<file path="config.mk">
export PLATFORM = sky130hd
export DESIGN_NAME = ccs_channel_status
export DESIGN_NICKNAME = d
export VERILOG_FILES = /design/src/ccs_channel_status.v
export VERILOG_INCLUDE_DIRS = /design/src /design/src/src
export SDC_FILE = /design/constraint.sdc
export NUM_CORES = 1
export LEC_CHECK = 0
export ABC_AREA = 1
export BUFFER_PORTS_ARGS = -buffer_cell sky130_fd_sc_hd__buf_2
export CORE_ASPECT_RATIO = 1.4
export CORE_MARGIN = 1.5
export CORE_UTILIZATION = 42
export CTS_BUF_LIST = sky130_fd_sc_hd__clkbuf_8 sky130_fd_sc_hd__clkbuf_16
export CTS_CLUSTER_SIZE = 10
export DETAILED_ROUTE_END_ITERATION = 12
export PLACE_DENSITY = 0.77
export SYNTH_ARGS = -nofsm -noshare
export SYNTH_HDL_FRONTEND = slang
export SYNTH_SLANG_ARGS = --single-unit
</file>
<file path="constraint.sdc">
create_clock -name clk -period 1.4 [get_ports clk]
set_input_delay 0.28 -clock clk [delete_from_list [all_inputs] [get_ports clk]]
set_output_delay 0.28 -clock clk [all_outputs]
set_load 0.01 [all_outputs]
</file>
<file path="src/ccs_defines.vh">
// constants for the channel control and status block
`ifndef CCS_DEFINES_VH
`define CCS_DEFINES_VH
`define CCS_ADDR_W        8
`define CCS_OFF_CTRL      8'h00
`define CCS_OFF_STATE     8'h04
`define CCS_OFF_IRQ_STAT  8'h08
`define CCS_OFF_IRQ_MASK  8'h0C
`define CCS_CTRL_TRAP_DIS 0
`define CCS_CTRL_LOCK     1
`define CCS_CTRL_SUPER    2
`define CCS_CTRL_RST      3'h0
`define CCS_EV_MISMATCH   0
`define CCS_EV_TRAP0      1
`define CCS_EV_TRAP1      2
`define CCS_EV_WARN       3
`define CCS_EV_W          4
`define CCS_OPT_LO        16
`define CCS_OPT_HI        18
`define CCS_OPT_WORD      3'h0
`define CCS_SPACE_MEM     2'h0
`define CCS_STG_TRAP      3'h5
`define CCS_STG_RST       3'h0
`define CCS_DRV_W         17
`endif

</file>
<file path="src/ccs_channel_status.v">
// channel control/status outputs, trap inputs, clock source and apb regs
// Function
// - flag mismatch when any enabled driver's pin differs from its driven value
// - option outputs carry instruction bits 18,17,16, msb on highest line
// - option codes word/byte/half, memory-only rom/cache/emulator, rest reserved
// - vector fetch presents word-length option code
// - rom stores not blocked; options meaningful only with data request
// - data pending shows queued access; data request marks first completion
// - instr pending shows queued fetch; instr request marks first completion
// - second access started only while pipeline permit is high
// - direction output is high whenever instruction request is active
// - stage code output reports the previous cycle's execution stage, or trap code 5 when a trap or warning is taken
// - privilege output carries the program mode of each access
// - channel never granted to other masters while lock is active
// - generated system clock is half the oscillator rate, else external
// - clock driver supply powered selects generation, grounded selects input
// - test input floats every output except the mismatch output
// - trap line 0 beats line 1; both ignored while trap disable set
// - warning falling edge takes nonmaskable trap without vector fetch
// - space type 00 memory, 01 io, 1x coprocessor, valid with request
//
// The APB slave port and the placing of the registers were decided locally.
`timescale 1ns/1ps
`include "ccs_defines.vh"
module ccs_channel_status
(
    input  wire        clk,
    input  wire        rst,
    input  wire        psel,
    input  wire        penable,
    input  wire        pwrite,
    input  wire [31:0] paddr,
    input  wire [31:0] pwdata,
    output reg  [31:0] prdata,
    output reg         pready,
    output reg         pslverr,
    input  wire        core_data_valid,
    input  wire [31:0] core_data_insn,
    input  wire [1:0]  core_data_space,
    input  wire        core_data_write,
    input  wire        core_data_vector,
    output reg         core_data_ack_ff,
    input  wire        core_instr_valid,
    output reg         core_instr_ack_ff,
    input  wire [2:0]  core_stage,
    input  wire        data_ready,
    input  wire        instr_ready,
    input  wire        pipeline_permit,
    input  wire        channel_request,
    input  wire        test_mode,
    input  wire [1:0]  trap_request_lines_n,
    input  wire        warn_n,
    input  wire        double_rate_osc_in,
    input  wire        clock_driver_supply,
    input  wire [`CCS_DRV_W-1:0] pin_sense,
    output reg         data_request_ff,
    output reg  [1:0]  data_space_type_ff,
    output reg  [2:0]  access_option_ff,
    output reg         pipelined_data_pending_ff,
    output reg         instr_request_ff,
    output reg         pipelined_instr_pending_ff,
    output reg         rw_ff,
    output reg         privilege_indicator_ff,
    output reg         lock_ff,
    output reg         channel_grant_ff,
    output reg  [2:0]  exec_stage_code_ff,
    output reg         chan_oe_ff,
    output reg         ctl_oe_ff,
    output reg         system_clock_pin_ff,
    output reg         system_clock_oe_ff,
    output reg         lockstep_mismatch_ff,
    output reg         trap_pending_ff,
    output reg         trap_line_ff,
    output reg         warn_trap_ff,
    output reg         irq_ff
);
    reg  [2:0]            ctrl_ff;
    reg  [`CCS_EV_W-1:0]  stat_ff;
    reg  [`CCS_EV_W-1:0]  mask_ff;
    reg                   d_busy_ff;
    reg                   d_q_ff;
    reg  [2:0]            q_opt_ff;
    reg  [1:0]            q_space_ff;
    reg                   q_wr_ff;
    reg                   i_busy_ff;
    reg                   i_q_ff;
    reg  [1:0]            trap_s1_ff;
    reg  [1:0]            trap_s2_ff;
    reg                   warn_s1_ff;
    reg                   warn_s2_ff;
    reg                   warn_s3_ff;
    reg                   osc_prev_ff;
    reg                   clk_gen_ff;
    wire                  apb_setup;
    wire                  apb_done;
    wire                  apb_map;
    wire [2:0]            cmd_opt;
    wire [1:0]            cmd_space;
    wire                  d_done;
    wire                  d_take;
    wire                  d_start;
    wire                  i_done;
    wire                  i_take;
    wire                  i_start;
    wire [1:0]            trap_act;
    wire                  trap_take;
    wire                  warn_fall;
    wire [`CCS_EV_W-1:0]  ev;
    wire [`CCS_DRV_W-1:0] drv;
    wire [`CCS_DRV_W-1:0] drv_en;
    wire [`CCS_DRV_W-1:0] diff;

    // apb slave: one wait-free access phase
    assign apb_setup = psel & ~penable;
    assign apb_done  = psel & penable & pready;
    assign apb_map   = (paddr[`CCS_ADDR_W-1:0] == `CCS_OFF_CTRL)
                     | (paddr[`CCS_ADDR_W-1:0] == `CCS_OFF_STATE)
                     | (paddr[`CCS_ADDR_W-1:0] == `CCS_OFF_IRQ_STAT)
                     | (paddr[`CCS_ADDR_W-1:0] == `CCS_OFF_IRQ_MASK);

    always @(posedge clk)
    begin
        if (rst)
        begin
            pready  <= 1'b0;
            pslverr <= 1'b0;
            prdata  <= 32'h0;
        end
        else
        begin
            pready  <= apb_setup;
            pslverr <= apb_setup & ~apb_map;
            prdata  <= 32'h0;
            if (apb_setup & ~pwrite)
            begin
                case (paddr[`CCS_ADDR_W-1:0])
                    `CCS_OFF_CTRL:     prdata <= {29'h0, ctrl_ff};
                    `CCS_OFF_STATE:    prdata <= {22'h0, test_mode,
                        clk_gen_ff, pipelined_instr_pending_ff,
                        pipelined_data_pending_ff, i_busy_ff, d_busy_ff,
                        channel_grant_ff, exec_stage_code_ff};
                    `CCS_OFF_IRQ_STAT: prdata <= {28'h0, stat_ff};
                    `CCS_OFF_IRQ_MASK: prdata <= {28'h0, mask_ff};
                    default:           prdata <= 32'h0;
                endcase
            end
        end
    end

    // event sources; set wins over write-one-to-clear
    assign ev = {warn_fall, trap_take & trap_act[1] & ~trap_act[0],
                 trap_take & trap_act[0], lockstep_mismatch_ff};

    always @(posedge clk)
    begin
        if (rst)
        begin
            ctrl_ff <= `CCS_CTRL_RST;
            stat_ff <= {`CCS_EV_W{1'b0}};
            mask_ff <= {`CCS_EV_W{1'b0}};
            irq_ff  <= 1'b0;
        end
        else
        begin
            if (apb_done & pwrite & (paddr[`CCS_ADDR_W-1:0] == `CCS_OFF_CTRL))
                ctrl_ff <= pwdata[2:0];
            if (apb_done & pwrite
                & (paddr[`CCS_ADDR_W-1:0] == `CCS_OFF_IRQ_MASK))
                mask_ff <= pwdata[`CCS_EV_W-1:0];
            if (apb_done & pwrite
                & (paddr[`CCS_ADDR_W-1:0] == `CCS_OFF_IRQ_STAT))
                stat_ff <= (stat_ff & ~pwdata[`CCS_EV_W-1:0]) | ev;
            else
                stat_ff <= stat_ff | ev;
            irq_ff <= |(stat_ff & mask_ff);
        end
    end

    // option code from instruction bits, word code on vector fetch
    assign cmd_opt   = core_data_vector ? `CCS_OPT_WORD
                     : core_data_insn[`CCS_OPT_HI:`CCS_OPT_LO];
    assign cmd_space = core_data_vector ? `CCS_SPACE_MEM
                     : core_data_space;

    // data side: first access plus at most one queued behind it
    assign d_done  = data_ready & d_busy_ff;
    assign d_take  = core_data_valid & ~core_data_ack_ff & ~channel_grant_ff
                   & (~d_busy_ff | d_done
                      | (pipeline_permit & ~d_q_ff));
    assign d_start = (d_take & (~d_busy_ff | (d_done & ~d_q_ff)))
                   | (d_done & d_q_ff);

    always @(posedge clk)
    begin
        if (rst)
        begin
            d_busy_ff                 <= 1'b0;
            d_q_ff                    <= 1'b0;
            q_opt_ff                  <= `CCS_OPT_WORD;
            q_space_ff                <= `CCS_SPACE_MEM;
            q_wr_ff                   <= 1'b0;
            data_request_ff           <= 1'b0;
            data_space_type_ff        <= `CCS_SPACE_MEM;
            access_option_ff          <= `CCS_OPT_WORD;
            pipelined_data_pending_ff <= 1'b0;
            core_data_ack_ff          <= 1'b0;
        end
        else
        begin
            core_data_ack_ff <= d_take;
            data_request_ff  <= d_start;
            if (d_done & d_q_ff)
            begin
                // queued access becomes current; its request shows completion
                d_q_ff             <= 1'b0;
                access_option_ff   <= q_opt_ff;
                data_space_type_ff <= q_space_ff;
            end
            else if (d_start)
            begin
                // rom stores pass through unchecked
                d_busy_ff          <= 1'b1;
                access_option_ff   <= cmd_opt;
                data_space_type_ff <= cmd_space;
            end
            else if (d_done)
                d_busy_ff <= 1'b0;
            if (d_take & d_busy_ff & ~(d_done & ~d_q_ff))
            begin
                d_q_ff     <= 1'b1;
                q_opt_ff   <= cmd_opt;
                q_space_ff <= cmd_space;
                q_wr_ff    <= core_data_write;
            end
            pipelined_data_pending_ff <= (d_q_ff & ~d_done)
                | (d_take & d_busy_ff & ~d_done);
        end
    end

    // instruction side, same queueing
    assign i_done  = instr_ready & i_busy_ff;
    assign i_take  = core_instr_valid & ~core_instr_ack_ff & ~channel_grant_ff
                   & (~i_busy_ff | i_done
                      | (pipeline_permit & ~i_q_ff));
    assign i_start = (i_take & (~i_busy_ff | (i_done & ~i_q_ff)))
                   | (i_done & i_q_ff);

    always @(posedge clk)
    begin
        if (rst)
        begin
            i_busy_ff                  <= 1'b0;
            i_q_ff                     <= 1'b0;
            instr_request_ff           <= 1'b0;
            pipelined_instr_pending_ff <= 1'b0;
            core_instr_ack_ff          <= 1'b0;
        end
        else
        begin
            core_instr_ack_ff <= i_take;
            instr_request_ff  <= i_start;
            if (i_done & i_q_ff)
                i_q_ff <= 1'b0;
            else if (i_start)
                i_busy_ff <= 1'b1;
            else if (i_done)
                i_busy_ff <= 1'b0;
            if (i_take & i_busy_ff & ~(i_done & ~i_q_ff))
                i_q_ff <= 1'b1;
            pipelined_instr_pending_ff <= (i_q_ff & ~i_done)
                | (i_take & i_busy_ff & ~i_done);
        end
    end

    // direction, privilege, lock and channel grant
    always @(posedge clk)
    begin
        if (rst)
        begin
            rw_ff                  <= 1'b1;
            privilege_indicator_ff <= 1'b0;
            lock_ff                <= 1'b0;
            channel_grant_ff       <= 1'b0;
        end
        else
        begin
            if (i_start)
                rw_ff <= 1'b1;
            else if (d_done & d_q_ff)
                rw_ff <= ~q_wr_ff;
            else if (d_start)
                rw_ff <= ~core_data_write;
            if (i_start | d_start)
                privilege_indicator_ff <= ctrl_ff[`CCS_CTRL_SUPER];
            lock_ff <= ctrl_ff[`CCS_CTRL_LOCK];
            channel_grant_ff <= channel_request & ~lock_ff
                & ~ctrl_ff[`CCS_CTRL_LOCK] & ~d_busy_ff & ~i_busy_ff
                & ~d_take & ~i_take;
        end
    end

    // trap and warn inputs, two-stage synchronisers
    assign trap_act  = ~trap_s2_ff;
    assign trap_take = ~ctrl_ff[`CCS_CTRL_TRAP_DIS] & (|trap_act);
    assign warn_fall = warn_s3_ff & ~warn_s2_ff;

    always @(posedge clk)
    begin
        if (rst)
        begin
            trap_s1_ff         <= 2'h3;
            trap_s2_ff         <= 2'h3;
            warn_s1_ff         <= 1'b1;
            warn_s2_ff         <= 1'b1;
            warn_s3_ff         <= 1'b1;
            trap_pending_ff    <= 1'b0;
            trap_line_ff       <= 1'b0;
            warn_trap_ff       <= 1'b0;
            exec_stage_code_ff <= `CCS_STG_RST;
        end
        else
        begin
            trap_s1_ff      <= trap_request_lines_n;
            trap_s2_ff      <= trap_s1_ff;
            warn_s1_ff      <= warn_n;
            warn_s2_ff      <= warn_s1_ff;
            warn_s3_ff      <= warn_s2_ff;
            trap_pending_ff <= trap_take;
            trap_line_ff    <= ~trap_act[0];
            warn_trap_ff    <= warn_fall;
            exec_stage_code_ff <= (trap_take | warn_fall)
                ? `CCS_STG_TRAP : core_stage;
        end
    end

    // clock source: always halve the oscillator; enable the pin driver when the driver is powered and test mode is low
    always @(posedge clk)
    begin
        if (rst)
        begin
            osc_prev_ff         <= 1'b0;
            clk_gen_ff          <= 1'b0;
            system_clock_pin_ff <= 1'b0;
            system_clock_oe_ff  <= 1'b0;
            chan_oe_ff          <= 1'b0;
            ctl_oe_ff           <= 1'b0;
        end
        else
        begin
            osc_prev_ff <= double_rate_osc_in;
            clk_gen_ff  <= clock_driver_supply;
            if (double_rate_osc_in & ~osc_prev_ff)
                system_clock_pin_ff <= ~system_clock_pin_ff;
            system_clock_oe_ff <= clock_driver_supply & ~test_mode;
            chan_oe_ff <= ~test_mode & ~channel_grant_ff;
            ctl_oe_ff  <= ~test_mode;
        end
    end

    // driver comparison, one bit per enabled output
    assign drv = {system_clock_pin_ff, exec_stage_code_ff, channel_grant_ff,
                  lock_ff, privilege_indicator_ff, rw_ff,
                  pipelined_instr_pending_ff, instr_request_ff,
                  pipelined_data_pending_ff, access_option_ff,
                  data_space_type_ff, data_request_ff};
    assign drv_en = {system_clock_oe_ff, {4{ctl_oe_ff}}, {12{chan_oe_ff}}};

    genvar gi;
    generate
        for (gi = 0; gi < `CCS_DRV_W; gi = gi + 1)
        begin : g_cmp
            assign diff[gi] = drv_en[gi] & (drv[gi] ^ pin_sense[gi]);
        end
    endgenerate

    always @(posedge clk)
    begin
        if (rst)
            lockstep_mismatch_ff <= 1'b0;
        else
            lockstep_mismatch_ff <= |diff;
    end
endmodule

</file>
==> results of run 1 <==
==> worst max path at each step <==
stage                                      startpoint                    endpoint  slack [ns]  cells after the start
final                     channel_grant_ff$_SDFF_PP0_            channel_grant_ff        0.11                      2
after global routing           i_busy_ff$_SDFFE_PP0P_         i_q_ff$_SDFFE_PP0P_       0.003                      6
after CTS                 channel_grant_ff$_SDFF_PP0_            channel_grant_ff        0.04                      2
after detailed placement                     paddr[7]        prdata[1]$_SDFF_PP0_        0.07                      9
after global placement                       paddr[7]     ctrl_ff[2]$_SDFFE_PP0P_        0.09                      7
after floorplan           channel_grant_ff$_SDFF_PP0_  q_space_ff[0]$_SDFFE_PP0P_        0.18                      6
==> cell families (layout without fill, tap and decap cells) <==
family	count (synthesis)	in the layout
multiplexers	1	1
other	1	22
flip-flops	69	69
AND/OR/NAND/NOR	217	217
AO/OA/AOI/OAI	57	57
XOR/XNOR	2	2
buffers and inverters	89	182
==> routing by layer <==
layer | global-route usage (%) | share of wire [%] | routed length [um]
met1 | 22.29 | 42 | 3044
met2 | 31.39 | 50 | 3595
met3 | 4.748 | 5.6 | 403
met4 | 9.311 | 2.9 | 210
met5 | 0 | 0 | 0
==> flip-flops by register name (all words and copies together), names as in the netlist, 2 cells and up <==
signal	flops
q_opt_ff	3
q_space_ff	2
access_option_ff	3
prdata	10
stat_ff	4
mask_ff	4
trap_s2_ff	2
data_space_type_ff	2
trap_s1_ff	2
exec_stage_code_ff	3
ctrl_ff	3
==> cell type report <==
type                            count  area [um2]
Fill cell                         689        3070
Inverter                           58       217.7
Timing Repair Buffer              108       588.1
Clock inverter                      7       162.7
Clock buffer                        9       123.9
Tap cell                           95       118.9
Sequential cell                    69        1386
Multi-Input combinational cell    299        1359
==> what timing repair did <==
item,CTS,global route
hold endpoints to repair,0,0
resized for setup,1,7
pin swaps,0,2
setup buffers,0,1
endpoints found under the setup margin,1,5
==> stage by stage <==
stage	hold slack [ns]	utilization, %
2_1_floorplan	0.3524	-
3_3_place_gp	0.3992	51.98
3_5_place_dp	0.4007	51.98
4_1_cts	0.1114	56.07
5_1_grt	0.1144	56.30
6_report	0.1216	56.30
==> power breakdown <==
group          internal (mW)  total (mW)  switching, mW
registers               2.05        2.12         0.0698
clock network           1.54        2.29          0.751
logic                  0.232       0.562          0.330
==> cells in the final DEF (no fill, tap or decap) <==
| cell type | count |
|---|---|
| buf_2 | 94 |
| nand2_1 | 91 |
| dfxtp_1 | 65 |
| nor2_1 | 57 |
| inv_1 | 56 |
| nand3_1 | 36 |
| o21ai_0 | 31 |
| a21oi_1 | 23 |
| conb_1 | 22 |
| or2_2 | 14 |
| buf_4 | 13 |
| clkbuf_8 | 9 |
| nor3_1 | 7 |
| bufinv_16 | 5 |
| dfxtp_2 | 4 |
| nand2_2 | 3 |
| inv_2 | 3 |
| nor2_2 | 3 |
| o21ai_1 | 2 |
| xor2_1 | 2 |
| nand3_2 | 1 |
| nor3b_4 | 1 |
| nand4_1 | 1 |
| nor2_4 | 1 |
| or3_1 | 1 |
| nor3_2 | 1 |
| mux2_2 | 1 |
| a41oi_1 | 1 |
| clkinv_4 | 1 |
| buf_12 | 1 |
==> impl_metrics.env, run 1 <==
export IMPL_hold_buffers=0
export IMPL_synthXorXnorAreaFrac_pct=0.5689
export IMPL_status="finished clean"
export IMPL_finalHoldViolations=0
export IMPL_worst_path_largest_cell_delay_ns=0.37
export IMPL_fin_nets=682
export IMPL_async_flop_share_pct=0
export IMPL_yosys_top_cells_count="92 x nand2_1, 69 x dfxtp_1, 58 x nor2_1"
export IMPL_dpl_cell_area_um2=3652
export IMPL_critical_path_top_delay_family="flip-flops"
export IMPL_hold_class="in2reg"
export IMPL_firstDrtPassIters=4
export IMPL_ys_types=25
export IMPL_hold_start="warn_n"
export IMPL_rows=36
export IMPL_core_um2=7027
export IMPL_fin_crit_sh_pct=91.79
export IMPL_routed_wl_um=7253
export IMPL_critical_path_slowest_cell="dfxtp_2"
export IMPL_postLayoutCellArea_um2=3956
export IMPL_cp_data_required_time_ns=1.12
export IMPL_synth_seq_cells=69
export IMPL_rrSetupSlack_ns=0.14
export IMPL_r2r_start="i_busy_ff$_SDFFE_PP0P_"
export IMPL_fmax_mhz=778.1
export IMPL_yosys_area_share_simple_pct=30.96
export IMPL_yosysMostFrequentCell="nand2_1"
export IMPL_dr_total_vias=2962
export IMPL_maxCapViolCount=0
export IMPL_crit_chain="buf_4 > buf_2"
export IMPL_drtIter0Drc=153
export IMPL_fin_ws_ns=0.1149
export IMPL_syn_inst=436
export IMPL_cts_tree="built"
export IMPL_clock_skew_final_ns=0.006239
export IMPL_path_max_fanout=5
export IMPL_synth_top_area_share_pct=44.86
export IMPL_gr_total_overflow=0
export IMPL_place_inst=628
export IMPL_via_per_inst=4.592
export IMPL_drv_slew=0
export IMPL_syn_cell_area_um2=3079
export IMPL_fin_cells=645
export IMPL_antenna_found_initial=0
export IMPL_cp_start_kind="flop"
export IMPL_ant_nets=0
export IMPL_grt_pass1_vias=2616
export IMPL_yosys_top_cells_area="dfxtp_1 45%, nand2_1 11%, nor2_1 7.1%, inv_1 6.7%, nand3_1 5.9%"
export IMPL_p_per_area_nw_per_um2=1258
export IMPL_drcViolationCount=0
export IMPL_arrival_ns=1.01
export IMPL_port_buffers=94
export IMPL_yosys_area_top_type="dfxtp_1"
export IMPL_clk_pin_slew_ns=0.07
export IMPL_whs_path_depth=2
export IMPL_chipWidth_um=75.37
export IMPL_power_total_mw=4.977
export IMPL_wl_per_cell_um=11.24
export IMPL_start_util_pct=43.82
export IMPL_leakagePower_nw=2.035
export IMPL_dieArea_um2=7861
export IMPL_layout_drive_gt1_share_pct=28.18
export IMPL_cts_made_buffers=9
export IMPL_synthFlopType="dfxtp_1"
export IMPL_dp_slack_ns=0.07179
export IMPL_min_to="warn_s1_ff$_SDFF_PP1_"
export IMPL_synth_edf_count=0
export IMPL_clkLatencyLatePin_ns=0.34
export IMPL_path_buf_inv=2
export IMPL_reg2regPathDepth=6
export IMPL_cts_buffer_depth=2
export IMPL_io_pins=198
export IMPL_cp_end_kind="output pin"
export IMPL_critPathKind="reg2out"
export IMPL_area_growth_pct=28.48
export IMPL_period_minus_slack_ns=1.285
export IMPL_h_tree_depth=3
export IMPL_synthMuxAreaShare_pct=0.3657
export IMPL_seq_area_frac_synth_pct=44.86
export IMPL_avgSynthCellArea_um2=7.062
export IMPL_grt_max_degree=34
export IMPL_clock_root_buffer="clkbuf_8"
export IMPL_track_usage_pct=19.07
export IMPL_reg2reg_to="i_q_ff$_SDFFE_PP0P_"
export IMPL_vdd_drop_max_mv=0.8297
export IMPL_grt_first_pass_wirelength_um=11430
export IMPL_rsz0062_at_grt="no"
export IMPL_die_h_um=104.3
export IMPL_synthAdderAreaFrac_pct=0
export IMPL_synth_top_family_by_area="simple AND/OR/NAND/NOR gates"
export IMPL_cts_sinks=69
export IMPL_synth_compound_gate_area_share_pct=9.386
export IMPL_hpwl_um=5683
export IMPL_setup_viol=0
export IMPL_gp_congestion=0.8865
export IMPL_fin_tns_setup_ns=0
export IMPL_diodes=0
export IMPL_ys_warnings_count=0
Note: power is estimated with default switching activity, not from simulation.
==> inputs of run 2 (changes only) <==
--- a/config.mk
+++ b/config.mk
@@ -6,7 +6,6 @@
 export SDC_FILE = /design/constraint.sdc
 export NUM_CORES = 1
 export LEC_CHECK = 0
-export ABC_AREA = 1
 export BUFFER_PORTS_ARGS = -buffer_cell sky130_fd_sc_hd__buf_2
 export CORE_ASPECT_RATIO = 1.4
 export CORE_MARGIN = 1.5
==> run 2 against run 1 <==
Against the previous run: the flow now finishes with violations (setup timing); sequential power barely moved; clock-buffer cell count grew 1; critical endpoint is now q_opt_ff[1]$_SDFFE_PP0P_; highest routed layer unchanged; routed wire length down 7.2%; worst hold slack improved by 0.0070 ns.
==> impl_metrics.env, run 2 <==
export IMPL_status="finished with violations"
export IMPL_violations="setup timing"
export IMPL_layout_commonest_cell="buf_2"
export IMPL_fmax_mhz=656.6
export IMPL_cts_buffer_depth=2
export IMPL_whs_path_depth=2
export IMPL_clk_pin_slew_ns=0.07
export IMPL_drcViolationCount=0
export IMPL_hpwl_um=5020
export IMPL_dieArea_um2=7716
export IMPL_start_util_pct=43.26
export IMPL_clkLatencyLatePin_ns=0.33
export IMPL_hold_start="trap_request_lines_n[0]"
export IMPL_maxCapViolCount=0
export IMPL_ys_warnings_count=0
export IMPL_clock_root_buffer="clkbuf_8"
export IMPL_routed_wl_um=6732
export IMPL_ys_types=49
export IMPL_reg2reg_to="q_opt_ff[1]$_SDFFE_PP0P_"
export IMPL_avgSynthCellArea_um2=10.14
export IMPL_yosys_area_top_type="dfxtp_1"
export IMPL_h_tree_depth=3
export IMPL_fin_ws_ns=-0.1231
export IMPL_io_pins=198
export IMPL_via_per_inst=4.654
export IMPL_fin_nets=551
export IMPL_synthFlopType="dfxtp_1"
export IMPL_cts_tree="built"
export IMPL_final_cell_mix="94 x buf_2, 65 x dfxtp_1, 29 x nor2_1"
export IMPL_worst_path_largest_cell_delay_ns=0.43
export IMPL_r2r_start="core_data_ack_ff$_SDFF_PP0_"
export IMPL_path_buf_inv=1
export IMPL_reg2regPathDepth=5
export IMPL_antenna_found_initial=0
export IMPL_finalHoldViolations=0
export IMPL_dr_total_vias=2392
export IMPL_hold_buffers=0
export IMPL_period_minus_slack_ns=1.523
export IMPL_critical_path_slowest_cell="or3b_4"
export IMPL_seq_area_frac_synth_pct=45.73
export IMPL_largest_register="prdata"
export IMPL_p_per_area_nw_per_um2=1089
export IMPL_cts_made_buffers=9
export IMPL_critical_path_top_delay_family="simple AND/OR/NAND/NOR gates"
export IMPL_largest_register_ffs=10
export IMPL_area_growth_pct=29.41
export IMPL_top_regs="prdata x10, mask_ff x4, stat_ff x4"
export IMPL_arrival_ns=1.73
export IMPL_fillerInstances=619
export IMPL_slew_headroom_pct=62.17
export IMPL_grt_pass1_vias=2138
export IMPL_cp_start_kind="flop"
export IMPL_fin_crit_sh_pct=108.8
export IMPL_grt_max_degree=58
export IMPL_synth_seq_cells=69
export IMPL_yosys_top_cells_count="69 x dfxtp_1, 33 x nor2_1, 23 x buf_4"
export IMPL_path_max_fanout=6
export IMPL_ant_nets=0
export IMPL_firstDrtPassIters=4
export IMPL_wl_per_cell_um=13.10
export IMPL_setup_viol=10
export IMPL_power_total_mw=4.257
export IMPL_drtIter0Drc=112
export IMPL_track_usage_pct=17.30
export IMPL_gr_total_overflow=0
export IMPL_chipWidth_um=74.67
export IMPL_synth_edf_count=0
export IMPL_fin_cells=514
export IMPL_leakagePower_nw=1.690
export IMPL_grt_first_pass_wirelength_um=9853
export IMPL_async_flop_share_pct=0
export IMPL_crit_chain="or3b_4 > a211oi_4 > buf_12 > mux2i_2 > nor2_1"
export IMPL_drv_slew=0
export IMPL_clock_skew_final_ns=0.01010
export IMPL_place_inst=496
export IMPL_cp_end_kind="flop"
export IMPL_syn_cell_area_um2=3020
export IMPL_rows=36
export IMPL_synth_top_area_share_pct=45.73
export IMPL_syn_inst=298
export IMPL_layout_drive_gt1_share_pct=42.00
export IMPL_worstMarginPinSlew_ns=0.5674
export IMPL_rrSetupSlack_ns=-0.12
export IMPL_die_h_um=103.3
export IMPL_core_um2=6982
export IMPL_min_to="trap_s1_ff[0]$_SDFF_PP1_"
export IMPL_rsz0062_at_grt="yes"
export IMPL_cp_data_required_time_ns=1.61
export IMPL_yosysMostFrequentCell="dfxtp_1"
export IMPL_cts_sinks=69
export IMPL_yosys_top_cells_area="dfxtp_1 46%, mux2i_1 6.0%, buf_4 5.7%, xnor2_1 4.9%, nor2_1 4.1%"
export IMPL_diodes=0
export IMPL_vdd_drop_max_mv=0.4435
export IMPL_gp_congestion=0.8162
export IMPL_hold_class="in2reg"
export IMPL_port_buffers=94
export IMPL_dp_slack_ns=-0.2324
export IMPL_critPathKind="reg2reg"
[run 2: cell count changes after synthesis, sizes merged, moves of 7 or more]
cell	before	now
nand2	94	7
nor2b	0	14
a211oi	0	9
or2	14	7
nand3	37	1
inv	58	5
nor2	61	33
a21oi	23	12
mux2i	0	18
o21ai	33	5
xnor2	0	17
and2	0	9
[run 2: how the worst max path moves through the flow]
stage	slack, ns	cells after the start	to	startpoint
2_1_floorplan	-0.13	4	q_opt_ff[0]$_SDFFE_PP0P_	channel_grant_ff$_SDFF_PP0_
3_3_place_gp	-0.19	5	ctrl_ff[2]$_SDFFE_PP0P_	paddr[5]
3_5_place_dp	-0.23	5	ctrl_ff[2]$_SDFFE_PP0P_	paddr[5]
4_1_cts	-0.12	5	q_opt_ff[2]$_SDFFE_PP0P_	core_data_ack_ff$_SDFF_PP0_
5_1_grt	-0.19	5	q_opt_ff[1]$_SDFFE_PP0P_	core_data_ack_ff$_SDFF_PP0_
6_report	-0.12	5	q_opt_ff[1]$_SDFFE_PP0P_	core_data_ack_ff$_SDFF_PP0_
[run 2: cells by family (layout without fill, tap and decap cells)]
group                  count (synthesis)  after routing  share of synthesized area [%]
buffers and inverters                 39            139                          8.989
XOR/XNOR                              18             18                          5.220
AO/OA/AOI/OAI                         41             41                          9.901
AND/OR/NAND/NOR                      107            107                          21.08
other                                  1             22                         0.1242
multiplexers                          23             23                          8.947
flip-flops                            69             69                          45.73
[run 2: final cells by class]
type                    count  area, um2  area share (%)
well taps                  95      118.9           3.041
flip-flops and latches     69       1386           35.47
clock inverters             6      55.05           1.408
clock buffers              10      137.6           3.521
inverters                   5      18.77          0.4802
multi-input cells         211       1505           38.51
repair buffers            118      686.9           17.57
[run 2: metal layers]
layer | share of wire (%) | track usage (%) | up-vias
li1 | - | - | 1214
met1 | 43 | 20.19 | 1074
met2 | 50 | 29.12 | 90
met3 | 4.9 | 3.973 | 14
met4 | 2.3 | 9.231 | 0
met5 | 0 | 0 | -
[run 2: repair_timing]
item	in CTS	in global routing
gates resized for setup	6	12
pin swaps	3	4
cloned	1	0
hold endpoints to repair	0	0
setup endpoints to repair	13	18
buffers inserted	0	1
[run 2: power by group]
part | internal (mW) | total (mW) | switching (mW)
Combinational | 0.293 | 0.588 | 0.295
Sequential | 2.04 | 2.10 | 0.0619
Clock | 0.852 | 1.57 | 0.714
Total | 3.19 | 4.26 | 1.07
[run 2: worst reg2reg max path, delay by kind of cell (launching register included)]
family / cells / cell delay (ns)
compound gates: 1 / 0.22
flops: 1 / 0.32
buf+inv: 1 / 0.16
mux: 1 / 0.21
simple gates: 2 / 0.48
[run 2: metrics by stage]
step,utilization (%),TNS (ns),cell area (um2),hold WS (ns)
floorplan,-,-0.8500,3118,0.3568
global placement,52.15,-3.251,3641,0.3948
CTS,55.32,-0.6367,3862,0.1136
finish,55.99,-0.7418,3909,0.1286
detailed placement,52.15,-4.069,3641,0.4017
global route,55.99,-1.327,3909,0.1087
